--- src/rtl/pirp_pkg.sv ---
// Purpose: shared constants and types of the product info record parser
// Assumes: byte-wide record stream read from an expansion ROM image
// Notes: offsets are byte offsets within one ROM image
package pirp_pkg;
    // ------------------------------------------------------------
    // record limits
    // ------------------------------------------------------------
    localparam logic [16:0] pirp_search_limit = 17'h1_0000;
    localparam logic [15:0] pirp_null_ptr = 16'h0000;
    localparam int pirp_fifo_depth = 32;
    localparam int pirp_fifo_width = 8;

    // ------------------------------------------------------------
    // tag fields
    // ------------------------------------------------------------
    localparam int pirp_tag_type_bit = 7;
    localparam int pirp_small_name_hi = 6;
    localparam int pirp_small_name_lo = 3;
    localparam int pirp_small_len_hi = 2;

    // ------------------------------------------------------------
    // item names
    // ------------------------------------------------------------
    localparam logic [3:0] pirp_sn_compat_id = 4'h3;
    localparam logic [3:0] pirp_sn_vendor = 4'hE;
    localparam logic [3:0] pirp_sn_end = 4'hF;
    localparam logic [6:0] pirp_ln_ident = 7'h02;
    localparam logic [6:0] pirp_ln_vendor = 7'h04;
    localparam logic [6:0] pirp_ln_wrapper = 7'h10;

    // ------------------------------------------------------------
    // item class reported with each item
    // ------------------------------------------------------------
    typedef enum logic [2:0] {
        pirp_item_other = 3'b000,
        pirp_item_compat = 3'b001,
        pirp_item_svendor = 3'b010,
        pirp_item_end = 3'b011,
        pirp_item_ident = 3'b100,
        pirp_item_lvendor = 3'b101,
        pirp_item_wrapper = 3'b110
    } pirp_item_t;

    typedef enum logic [3:0] {
        pirp_idle = 4'b0000,
        pirp_tag = 4'b0001,
        pirp_len_lo = 4'b0010,
        pirp_len_hi = 4'b0011,
        pirp_skip = 4'b0100,
        pirp_kw0 = 4'b0101,
        pirp_kw1 = 4'b0110,
        pirp_kw_len = 4'b0111,
        pirp_kw_data = 4'b1000,
        pirp_csum = 4'b1001,
        pirp_done = 4'b1010
    } pirp_state_t;
endpackage

--- src/rtl/pirp_stream_if.sv ---
// Purpose: valid/ready byte stream between parser and its fifo
// Assumes: single clock
// Notes: source drives valid and data, sink drives ready
`timescale 1ns/1ps
`default_nettype none
interface pirp_stream_if;
    logic valid;
    logic ready;
    logic [7:0] data;
    modport source (output valid, output data, input ready);
    modport sink (input valid, input data, output ready);
endinterface
`default_nettype wire

--- src/rtl/pirp_fifo.sv ---
// Purpose: byte fifo between the rom reader and the parser
// Assumes: single clock, async active-low reset
// Notes: full and empty are exact; ready low while full
`timescale 1ns/1ps
`default_nettype none
module pirp_fifo #(
    parameter int width = pirp_pkg::pirp_fifo_width,
    parameter int depth = pirp_pkg::pirp_fifo_depth
) (
    input wire logic clock,
    input wire logic arst_n,
    input wire logic flush,
    input wire logic in_valid,
    output logic in_ready,
    input wire logic [width-1:0] in_data,
    output logic out_valid,
    input wire logic out_ready,
    output logic [width-1:0] out_data
);
    localparam int aw = $clog2(depth);
    logic [width-1:0] mem [depth];
    logic [aw:0] wr_ptr, rd_ptr, next_wr_ptr, next_rd_ptr;
    logic push, pop, full, empty, next_in_ready;

    always_comb begin
        full = (wr_ptr[aw-1:0] == rd_ptr[aw-1:0]) &&
            (wr_ptr[aw] != rd_ptr[aw]);
        empty = (wr_ptr == rd_ptr);
        out_valid = !empty;
        out_data = mem[rd_ptr[aw-1:0]];
        push = in_valid && !full;
        pop = out_ready && !empty;
        next_wr_ptr = flush ? '0 : wr_ptr + (aw+1)'(push);
        next_rd_ptr = flush ? '0 : rd_ptr + (aw+1)'(pop);
        next_in_ready = (next_wr_ptr[aw-1:0] != next_rd_ptr[aw-1:0]) ||
            (next_wr_ptr[aw] == next_rd_ptr[aw]);
    end

    always_ff @(posedge clock or negedge arst_n) begin
        if (!arst_n) begin
            wr_ptr <= '0;
            rd_ptr <= '0;
            in_ready <= 1'b1;
        end else begin
            wr_ptr <= next_wr_ptr;
            rd_ptr <= next_rd_ptr;
            in_ready <= next_in_ready;
        end
    end

    always_ff @(posedge clock) begin
        if (push) begin
            mem[wr_ptr[aw-1:0]] <= in_data;
        end
    end
endmodule
`default_nettype wire

--- src/rtl/pirp_parser.sv ---
// Purpose: walk and check the product info record of one rom image
// Assumes: rom bytes arrive in order from the record start via valid/ready
// Notes: start is a one-cycle pulse carrying the record pointer
// Functional notes
// - a record pointer of zero means no record, and nothing is parsed.
// - a tag with bit 7 clear is small: name in bits 6:3, length in 2:0.
// - a tag with bit 7 set is large, its name in the seven low bits.
// - a large item length follows as two bytes, low byte first.
// - small names 0x3, 0xE and 0xF are compat id, vendor and end tag.
// - large names 0x2, 0x4 and 0x10 are ident, vendor and wrapper.
// - keywords sit in wrappers and other items are reported and skipped.
// - the end tag closes the record and carries the checksum byte.
// - every record byte is summed and the sum must be zero.
// - a keyword field is two keyword bytes, a count, then the data.
`timescale 1ns/1ps
`default_nettype none
module pirp_parser (
    input wire logic clock,
    input wire logic arst_n,
    input wire logic start,
    input wire logic [15:0] record_ptr,
    input wire logic rom_valid,
    output logic rom_ready,
    input wire logic [7:0] rom_data,
    output logic busy,
    output logic done,
    output logic csum_ok,
    output logic error,
    output logic no_record,
    output logic item_valid,
    output logic [2:0] item_kind,
    output logic [15:0] item_len,
    output logic kw_valid,
    output logic [15:0] kw_name,
    output logic [7:0] kw_len,
    output logic kw_data_valid,
    output logic [7:0] kw_data
);
    // ------------------------------------------------------------
    // input fifo
    // ------------------------------------------------------------
    pirp_stream_if fifo_out ();
    logic flush;
    logic take;

    pirp_fifo #(
        .width(pirp_pkg::pirp_fifo_width),
        .depth(pirp_pkg::pirp_fifo_depth)
    ) u_fifo (
        .clock(clock),
        .arst_n(arst_n),
        .flush(flush),
        .in_valid(rom_valid),
        .in_ready(rom_ready),
        .in_data(rom_data),
        .out_valid(fifo_out.valid),
        .out_ready(fifo_out.ready),
        .out_data(fifo_out.data)
    );

    // ------------------------------------------------------------
    // item name decode
    // ------------------------------------------------------------
    function automatic pirp_pkg::pirp_item_t classify(input logic [7:0] t);
        pirp_pkg::pirp_item_t k;
        k = pirp_pkg::pirp_item_other;
        if (!t[pirp_pkg::pirp_tag_type_bit]) begin
            case (t[pirp_pkg::pirp_small_name_hi:pirp_pkg::pirp_small_name_lo])
                pirp_pkg::pirp_sn_compat_id: k = pirp_pkg::pirp_item_compat;
                pirp_pkg::pirp_sn_vendor: k = pirp_pkg::pirp_item_svendor;
                pirp_pkg::pirp_sn_end: k = pirp_pkg::pirp_item_end;
                default: k = pirp_pkg::pirp_item_other;
            endcase
        end else begin
            case (t[6:0])
                pirp_pkg::pirp_ln_ident: k = pirp_pkg::pirp_item_ident;
                pirp_pkg::pirp_ln_vendor: k = pirp_pkg::pirp_item_lvendor;
                pirp_pkg::pirp_ln_wrapper: k = pirp_pkg::pirp_item_wrapper;
                default: k = pirp_pkg::pirp_item_other;
            endcase
        end
        return k;
    endfunction

    // ------------------------------------------------------------
    // walker state
    // ------------------------------------------------------------
    pirp_pkg::pirp_state_t state, next_state;
    logic [16:0] count, next_count;
    logic [15:0] remain, next_remain;
    logic [7:0] sum, next_sum;
    logic [7:0] kw_left, next_kw_left;
    pirp_pkg::pirp_item_t kind, next_kind;
    logic next_busy, next_done, next_csum_ok, next_error, next_no_record;
    logic next_item_valid, next_kw_valid, next_kw_data_valid;
    logic [2:0] next_item_kind;
    logic [15:0] next_item_len, next_kw_name;
    logic [7:0] next_kw_len, next_kw_data;
    logic [7:0] b;
    logic [7:0] sum_b;

    assign fifo_out.ready = take;

    always_comb begin
        b = fifo_out.data;
        take = 1'b0;
        flush = 1'b0;
        next_state = state;
        next_count = count;
        next_remain = remain;
        next_sum = sum;
        next_kw_left = kw_left;
        next_kind = kind;
        next_busy = busy;
        next_done = 1'b0;
        next_csum_ok = csum_ok;
        next_error = error;
        next_no_record = no_record;
        next_item_valid = 1'b0;
        next_item_kind = item_kind;
        next_item_len = item_len;
        next_kw_valid = 1'b0;
        next_kw_name = kw_name;
        next_kw_len = kw_len;
        next_kw_data_valid = 1'b0;
        next_kw_data = kw_data;
        sum_b = sum + b;
        if (state != pirp_pkg::pirp_idle &&
            state != pirp_pkg::pirp_done) begin
            take = fifo_out.valid;
        end
        if (state != pirp_pkg::pirp_idle && take) begin
            next_sum = sum_b;
            next_count = count + 17'h0_0001;
        end
        case (state)
            pirp_pkg::pirp_idle: begin
                if (start) begin
                    flush = 1'b1;
                    next_count = '0;
                    next_sum = '0;
                    next_error = 1'b0;
                    next_csum_ok = 1'b0;
                    if (record_ptr == pirp_pkg::pirp_null_ptr) begin
                        next_no_record = 1'b1;
                        next_done = 1'b1;
                    end else begin
                        next_no_record = 1'b0;
                        next_busy = 1'b1;
                        next_state = pirp_pkg::pirp_tag;
                    end
                end
            end
            pirp_pkg::pirp_tag: begin
                if (take) begin
                    next_kind = classify(b);
                    next_item_kind = classify(b);
                    if (!b[pirp_pkg::pirp_tag_type_bit]) begin
                        next_remain = {13'h0000,
                            b[pirp_pkg::pirp_small_len_hi:0]};
                        next_item_len = next_remain;
                        next_item_valid = 1'b1;
                        if (classify(b) == pirp_pkg::pirp_item_end) begin
                            next_state = pirp_pkg::pirp_csum;
                        end else if (b[pirp_pkg::pirp_small_len_hi:0] ==
                            3'h0) begin
                            next_state = pirp_pkg::pirp_tag;
                        end else begin
                            next_state = pirp_pkg::pirp_skip;
                        end
                    end else begin
                        next_state = pirp_pkg::pirp_len_lo;
                    end
                end
            end
            pirp_pkg::pirp_len_lo: begin
                if (take) begin
                    next_remain = {8'h00, b};
                    next_state = pirp_pkg::pirp_len_hi;
                end
            end
            pirp_pkg::pirp_len_hi: begin
                if (take) begin
                    next_remain = {b, remain[7:0]};
                    next_item_len = {b, remain[7:0]};
                    next_item_valid = 1'b1;
                    if ({b, remain[7:0]} == 16'h0000) begin
                        next_state = pirp_pkg::pirp_tag;
                    end else if (kind == pirp_pkg::pirp_item_wrapper) begin
                        next_state = pirp_pkg::pirp_kw0;
                    end else begin
                        next_state = pirp_pkg::pirp_skip;
                    end
                end
            end
            pirp_pkg::pirp_skip: begin
                if (take) begin
                    next_remain = remain - 16'h0001;
                    if (remain == 16'h0001) begin
                        next_state = pirp_pkg::pirp_tag;
                    end
                end
            end
            pirp_pkg::pirp_kw0: begin
                if (take) begin
                    next_kw_name = {b, 8'h00};
                    next_remain = remain - 16'h0001;
                    next_state = (remain == 16'h0001) ?
                        pirp_pkg::pirp_tag : pirp_pkg::pirp_kw1;
                end
            end
            pirp_pkg::pirp_kw1: begin
                if (take) begin
                    next_kw_name = {kw_name[15:8], b};
                    next_remain = remain - 16'h0001;
                    next_state = (remain == 16'h0001) ?
                        pirp_pkg::pirp_tag : pirp_pkg::pirp_kw_len;
                end
            end
            pirp_pkg::pirp_kw_len: begin
                if (take) begin
                    next_kw_len = b;
                    next_kw_left = b;
                    next_kw_valid = 1'b1;
                    next_remain = remain - 16'h0001;
                    if (remain == 16'h0001) begin
                        next_state = pirp_pkg::pirp_tag;
                    end else if (b == 8'h00) begin
                        next_state = pirp_pkg::pirp_kw0;
                    end else begin
                        next_state = pirp_pkg::pirp_kw_data;
                    end
                end
            end
            pirp_pkg::pirp_kw_data: begin
                if (take) begin
                    next_kw_data = b;
                    next_kw_data_valid = 1'b1;
                    next_kw_left = kw_left - 8'h01;
                    next_remain = remain - 16'h0001;
                    if (remain == 16'h0001) begin
                        next_state = pirp_pkg::pirp_tag;
                    end else if (kw_left == 8'h01) begin
                        next_state = pirp_pkg::pirp_kw0;
                    end
                end
            end
            pirp_pkg::pirp_csum: begin
                if (take) begin
                    next_remain = remain - 16'h0001;
                    if (remain <= 16'h0001) begin
                        next_csum_ok = (sum_b == 8'h00);
                        next_error = (sum_b != 8'h00);
                        next_busy = 1'b0;
                        next_done = 1'b1;
                        next_state = pirp_pkg::pirp_done;
                    end
                end
            end
            pirp_pkg::pirp_done: begin
                next_state = pirp_pkg::pirp_idle;
            end
            default: begin
                next_state = pirp_pkg::pirp_idle;
            end
        endcase
        if (state != pirp_pkg::pirp_idle &&
            state != pirp_pkg::pirp_done &&
            next_state != pirp_pkg::pirp_done &&
            next_count >= pirp_pkg::pirp_search_limit) begin
            next_error = 1'b1;
            next_busy = 1'b0;
            next_done = 1'b1;
            next_state = pirp_pkg::pirp_done;
        end
    end

    always_ff @(posedge clock or negedge arst_n) begin
        if (!arst_n) begin
            state <= pirp_pkg::pirp_idle;
            count <= '0;
            remain <= '0;
            sum <= '0;
            kw_left <= '0;
            kind <= pirp_pkg::pirp_item_other;
            busy <= 1'b0;
            done <= 1'b0;
            csum_ok <= 1'b0;
            error <= 1'b0;
            no_record <= 1'b0;
            item_valid <= 1'b0;
            item_kind <= '0;
            item_len <= '0;
            kw_valid <= 1'b0;
            kw_name <= '0;
            kw_len <= '0;
            kw_data_valid <= 1'b0;
            kw_data <= '0;
        end else begin
            state <= next_state;
            count <= next_count;
            remain <= next_remain;
            sum <= next_sum;
            kw_left <= next_kw_left;
            kind <= next_kind;
            busy <= next_busy;
            done <= next_done;
            csum_ok <= next_csum_ok;
            error <= next_error;
            no_record <= next_no_record;
            item_valid <= next_item_valid;
            item_kind <= next_item_kind;
            item_len <= next_item_len;
            kw_valid <= next_kw_valid;
            kw_name <= next_kw_name;
            kw_len <= next_kw_len;
            kw_data_valid <= next_kw_data_valid;
            kw_data <= next_kw_data;
        end
    end
endmodule
`default_nettype wire

--- config.mk ---
export PLATFORM = sky130hd
export DESIGN_NAME = pirp_parser
export DESIGN_NICKNAME = d
export VERILOG_FILES = /design/src/rtl/pirp_pkg.sv /design/src/rtl/pirp_stream_if.sv /design/src/rtl/pirp_fifo.sv /design/src/rtl/pirp_parser.sv
export SDC_FILE = /design/constraint.sdc
export NUM_CORES = 1
export LEC_CHECK = 0
export ABC_AREA = 1
export BUFFER_PORTS_ARGS = -buffer_cell sky130_fd_sc_hd__buf_4
export CAP_MARGIN = 20
export CORE_MARGIN = 5
export CORE_UTILIZATION = 65
export DETAILED_ROUTE_END_ITERATION = 8
export GPL_TIMING_DRIVEN = 1
export HOLD_SLACK_MARGIN = 0.1
export PLACE_DENSITY_LB_ADDON = 0.3
export SETUP_SLACK_MARGIN = 0.4
export SYNTH_ARGS = -nofsm -noshare
export SYNTH_HDL_FRONTEND = slang
export SYNTH_SLANG_ARGS = --single-unit
--- constraint.sdc ---
create_clock -name clock -period 6.5 [get_ports clock]
set_input_delay 0 -clock clock [delete_from_list [all_inputs] [get_ports clock]]
set_output_delay 0 -clock clock [all_outputs]
set_load 0.02 [all_outputs]
After elaboration in Yosys (flattened, before gate mapping)
Memory sizes are Yosys's and may differ from the RTL's.
Index checks and enable logic that the tools add are counted.

storage, ports and cells
  memories kept = 1
  bits in writable memories = 256
  register bits after elaboration = 125
  input bits = 28
  word-level logic and storage cells = 200

cells by class
  add/sub/neg operators = 6
  bitwise gates (word level) = 2
  mux-type cells = 85
  equality and inequality tests = 42
  order comparisons = 2
  reduce and logical (&&, ||, !) cells = 39

memories
  name        depth  bits a word  rd ports  clocked after Yosys merged registers in  wr ports  RTL line         source
  u_fifo.mem  32     8            1         0                                        1         pirp_fifo.sv:21  logic [width-1:0] mem [depth];

operator list
  kind                   number
  $mux 16                7
  $mux 4                 20
  $pmux 16 s2            2
  $pmux 16 s4            1
  $mux 17                3
  $mux 8                 6
  $pmux 4 s10            1
  $logic_not 16->1       2
  $mux 1                 27
  $mux 3                 8
  $ne 2x1->1 const B     9
  $add 17x1->17 const B  1
  $ge 17x17->1 const B   1
  $eq 16x1->1 const B    1
  $eq 4x3->1 const B     4
  $eq 4x4->1 const B     4
  $le 16x1->1 const B    1
  $logic_not 8->1        2
  $pmux 8 s2             1
  $sub 16x1->16 const B  1
  $add 6x1->6            2
  $eq 4x2->1 const B     3
  $mux 6                 2
  $reduce_and 4->1       3
  36 further kinds       64

Depth between registers and ports, before layout
An unclocked memory read counts as a cell.

  word-level depth = 16
  mapped depth = 24

Modules after synthesis
A second synthesis with hierarchy kept.

second synthesis, totals
  cell total of the unflattened synthesis = 1908
  area total of the unflattened synthesis = 17798.3 um^2

by module, submodules not included
  module       cells an instance  times used  area an instance (um^2)
  pirp_fifo    1073               1           11564.8
  pirp_parser  835                1           6233.5

Worst setup path before layout
Ideal clock, no wire load.

  kind = register to register
  start = reg u_fifo.rd_ptr[0]
  end = reg error
  required time = 6.379 ns
  data arrival time = 2.830 ns
  clock period less this slack = 2.951 ns
  library setup time = 0.121 ns
  buffers on the path = 3
  setup slack = 3.549 ns
  cell stages (with the launch flop) = 22
  cells stage by stage = dfrtp_1 buf_6 buf_4 buf_2 nand2_1 nand3_1 nand3_1 nand2_1 nand2_1 nand3_1 nand2_2 inv_1 ha_1 fa_1 a31oi_1 nor2_1 o21ai_0 nand2_1 xnor2_1 nand3b_1 nand2_1 nand2_1

between the ends
  elaborated cells between the ends (all ways) = 50
  those cells by class = add/sub: 1; order compare: 1; eq/ne: 9; mux: 28; reduce/logical: 10; memory: 1

RTL lines
  what                                                RTL line            source
  from (decl)                                         pirp_fifo.sv:22     logic [aw:0] wr_ptr, rd_ptr, next_wr_ptr, next_rd_ptr;
  from (signal assigned)                              pirp_fifo.sv:46     rd_ptr <= next_rd_ptr;
  $mem_v2 32x8 (*)                                    -
  named net b[0]                                      pirp_parser.sv:99   logic [7:0] b;
  $logic_not 3->1                                     pirp_parser.sv:165  end else if (b[pirp_pkg::pirp_small_len_hi:0] ==
  $mux 3                                              pirp_parser.sv:165
  $mux 4                                              pirp_parser.sv:163  if (classify(b) == pirp_pkg::pirp_item_end) begin
  $mux 4                                              pirp_parser.sv:158  if (!b[pirp_pkg::pirp_tag_type_bit]) begin
  $mux 4                                              pirp_parser.sv:155  if (take) begin
  $pmux 4 s10                                         pirp_parser.sv:136  case (state)
  $ne 4x4->1                                          pirp_parser.sv:269  next_state != pirp_pkg::pirp_done &&
  $logic_and 1x1->1                                   pirp_parser.sv:268  state != pirp_pkg::pirp_done &&
  $logic_and 1x1->1                                   pirp_parser.sv:269
  $ne 3x2->1 (no line), or another cell as far along  -
  $reduce_and 4->1 (no line)                          -
  to (signal assigned)                                pirp_parser.sv:309  error <= next_error;
  to (decl)                                           pirp_parser.sv:28   output logic error,

Mark *: on every way through the listed nets, which the timed path passes. The rest lies on a longest branch. The select of a mux whose other input is x is not followed.
A chain may end at the register's enable or synchronous reset.

Worst setup path in the final report
Ends and elaborated chain as after synthesis.

==> results.py <==
metrics = {
    "outcome": {
        "outcome": "finished clean",
    },
    "logic_synthesis": {
        "synth_compound_area_share_pct": 6.80,
        "ys_seq_elements": 381,
        "yosys_warnings": 0,
        "ys_top_cells_by_area": "edfxtp_1 44%, dfrtp_1 18%, nand2_1 11%",
        "synth_fa_ha_area_share_pct": 1.27,
        "synth_top_family_by_area": "simple AND/OR/NAND/NOR gates",
        "synth_mux_area_share_pct": 0.0651,
        "syn_inst": 1753,
        "synth_cell_types": 52,
        "yosys.area.top_type": "edfxtp_1",
        "syn_nets": 1798,
        "synth_xor_area_share_pct": 1.22,
        "syn_area_mm2": 0.0173,
        "synth_edf_count": 256,
        "yosysSeqAreaShare_pct": 62.6,
        "postSynthAreaPerCell_um2": 9.86,
        "async_reset_ff_share_pct": 32.8,
        "synth-simple-area-share_pct": 22.3,
        "synth_flop_cell": "edfxtp_1",
        "yosys.area.top_type_share_pct": 44.5,
    },
    "min_path": {
        "hold_path.class": "input pin to flop",
        "whs_path_depth": 5,
    },
    "sta": {
        "hold_viol": 0,
        "min_period_over_period_pct": 75.0,
        "finalSetupViolCount": 0,
        "setup_tns_ps": 0,
        "drv_slew": 0,
        "min_period_ps": 4870,
        "slew_headroom_pct": 33.4,
        "tightest_slew_ps": 999,
        "fmax_mhz": 205,
        "hold_ws_ps": 233,
        "fin_skew_ps": 20.8,
        "rsz0062_at_grt": "no",
    },
    "cts": {
        "cts_buffers": 40,
        "clock_path_buffers": 3,
        "cts_tree": "done",
        "cts_root_buf": "clkbuf_16",
        "clock_latency_ps": 540,
        "cts.clk_slew.worst_paths_ps": 60,
        "htreeDepth": 2,
        "post_cts.repair.setup_buffers": 0,
        "cts.sink_count": 381,
    },
    "grt": {
        "grt_pass1_vias": 13000,
        "overflow": 0,
        "antenna_found_initial": 0,
        "grt.total_usage_pct": 29.4,
        "grt_first_pass_wirelength_mm": 70.9,
        "grt_max_degree": 95,
    },
    "setup_path": {
        "worstPathCellList": "inv_4 > buf_4 > nand2_1 > o211ai_1 > nand3_1 > nand3_1 > nand3_1 > nand2_2 > inv_1 > ha_1 > a21oi_1 > nand2_1 > a21oi_1 > o21bai_1 > nand2_1 > nand2_1 > a21oi_1 > xor2_1 > nand3b_1 > nand2_1 > nand2_1",
        "crit_top_cell": "nand2_1",
        "slowest_stage": "inv_4",
        "critical_path_required_ps": 6910,
        "cp-start-kind": "flop",
        "max_stage_delay_ps": 830,
        "worstSetupPathType": "flop to flop",
        "end_kind": "flop",
        "worstPathMaxFanout": 94,
        "reg2regPathDepth": 21,
        "cp_data_arrival_time_ps": 5290,
    },
    "final_layout": {
        "drive_gt1_share_pct": 10.2,
        "stdcell_area_mm2": 0.0194,
        "diodes": 0,
        "final_core_util_pct": 74.1,
        "finalNetCount": 1880,
        "most-common-layout-cells": "500 x nand2_1, 256 x edfxtp_1, 219 x nand3_1, 136 x nor2_1, 122 x dfrtp_1",
        "synthToLayoutAreaGrowth_pct": 12.1,
        "layout_commonest_cell": "nand2_1",
    },
    "route": {
        "drc": 0,
        "drtAntennaViolNets": 0,
        "dr_total_vias": 13400,
        "drt_iter0_markers": 1820,
        "drt-total-wl_mm": 44.9,
        "vias_per_cell": 6.09,
        "dr.pass1.iters": 5,
        "wl_per_cell_um": 20.4,
    },
    "die": {
        "ios": 88,
        "dieArea_mm2": 0.0300,
        "die_y_um": 173,
        "start_util_pct": 66.1,
        "core-area_mm2": 0.0261,
        "die_x_um": 173,
        "num_rows": 59,
    },
    "pwr": {
        "power_w": 0.0102,
        "power_leakage_nw": 8.04,
        "ir_drop_mv": 0.323,
        "power_density_mw_per_mm2": 526,
    },
    "placement": {
        "gp_congestion": 0.916,
        "dpl-instance-area_mm2": 0.0179,
        "hpwl_mm": 27.7,
        "io_buffers": 87,
    },
    "flow_run": {
        "drv_cap": 0,
    },
}
## per-stage QoR
stage / worst slack (ps) / std cells
2_1_floorplan: 3550 / 1753
3_3_place_gp: 2050 / 2112
6_report: 1630 / 2201
4_1_cts: 1750 / 2200
3_5_place_dp: 1810 / 2112
5_1_grt: 1320 / 2201
## cell families after synthesis
group	count (synthesis)
mux	1
fa+ha+maj	17
simple gates	914
xor+xnor	24
buf+inv	203
flops	381
compound gates	213
## critical path: cells and delay by family (launching register included)
kind            cells  cell delay [ps]
buf+inv             3             1500
simple gates       11             1110
fa+ha+maj           1              390
compound gates      5              760
flops               1              710
xor+xnor            1              230
## layout make-up
type | instances | area [um^2]
clock inverters | 20 | 158
repair buffers | 114 | 931
flip-flops and latches | 381 | 10800
clock buffers | 53 | 1080
fillers | 1806 | 6760
multi-input cells | 1169 | 5480
well taps | 335 | 419
inverters | 129 | 488
## sequential cells by signal, indices dropped and copies added, names as in the netlist, 3 cells and up
register / flops
kw_data: 8
sum: 8
state: 4
u_fifo.wr_ptr: 6
u_fifo.mem: 256
remain: 16
kind: 3
kw_len: 8
kw_left: 8
u_fifo.rd_ptr: 6
count: 17
kw_name: 16
item_len: 16
## routing by layer
metal	routed length [um]	vias up	GRT usage, %
met2	21000	787	46.8
li1	-	6093	-
met5	0	-	0
met3	4880	116	6.09
met1	17600	6405	41.8
met4	1310	0	8.35
## power breakdown
group	switching (W)	internal [W]	total [W]
clock network	0.000944	0.00122	0.00216
logic	0.00328	0.00138	0.00466
registers	0.000363	0.00300	0.00336
## cell usage after synthesis (all sizes together) (2+ instances only)
| master | instances |
|---|---|
| o22ai | 6 |
| buf | 63 |
| clkinv | 3 |
| clkbuf | 11 |
| nand4 | 5 |
| nand3 | 220 |
| or2 | 3 |
| o2111ai | 2 |
| a31oi | 8 |
| ha | 16 |
| nor3 | 14 |
| nor4 | 13 |
| edfxtp | 256 |
| nand2 | 510 |
| nor2 | 143 |
| and3 | 2 |
| inv | 126 |
| xor2 | 16 |
| o211ai | 14 |
| xnor2 | 8 |
| a21oi | 40 |
| o21ai | 129 |
| o31ai | 7 |
| dfrtp | 124 |
## path summary, 6_finish.rpt
| path | endpoint | startpoint | slack [ps] |
|---|---|---|---|
| min reg2reg | kw_name[15]$_DFFE_PN0P_ | kw_name[15]$_DFFE_PN0P_ | 490 |
| min in group asynchronous | item_len[11]$_DFFE_PN0P_ | arst_n | 530 |
| max reg2reg | error$_DFFE_PN0P_ | u_fifo.rd_ptr[0]$_DFF_PN0_ | 1630 |
| max | error$_DFFE_PN0P_ | u_fifo.rd_ptr[0]$_DFF_PN0_ | 1630 |
| max in group asynchronous | u_fifo.in_ready$_DFF_PN1_ | arst_n | 5350 |
| min | u_fifo.wr_ptr[0]$_DFF_PN0_ | rom_valid | 230 |
## repair_timing
action | in CTS | in global routing
hold endpoints to repair | 337 | 0
resized for setup | 0 | 0
hold buffers | 15 | 0
Power figures use the tool's default switching activity.
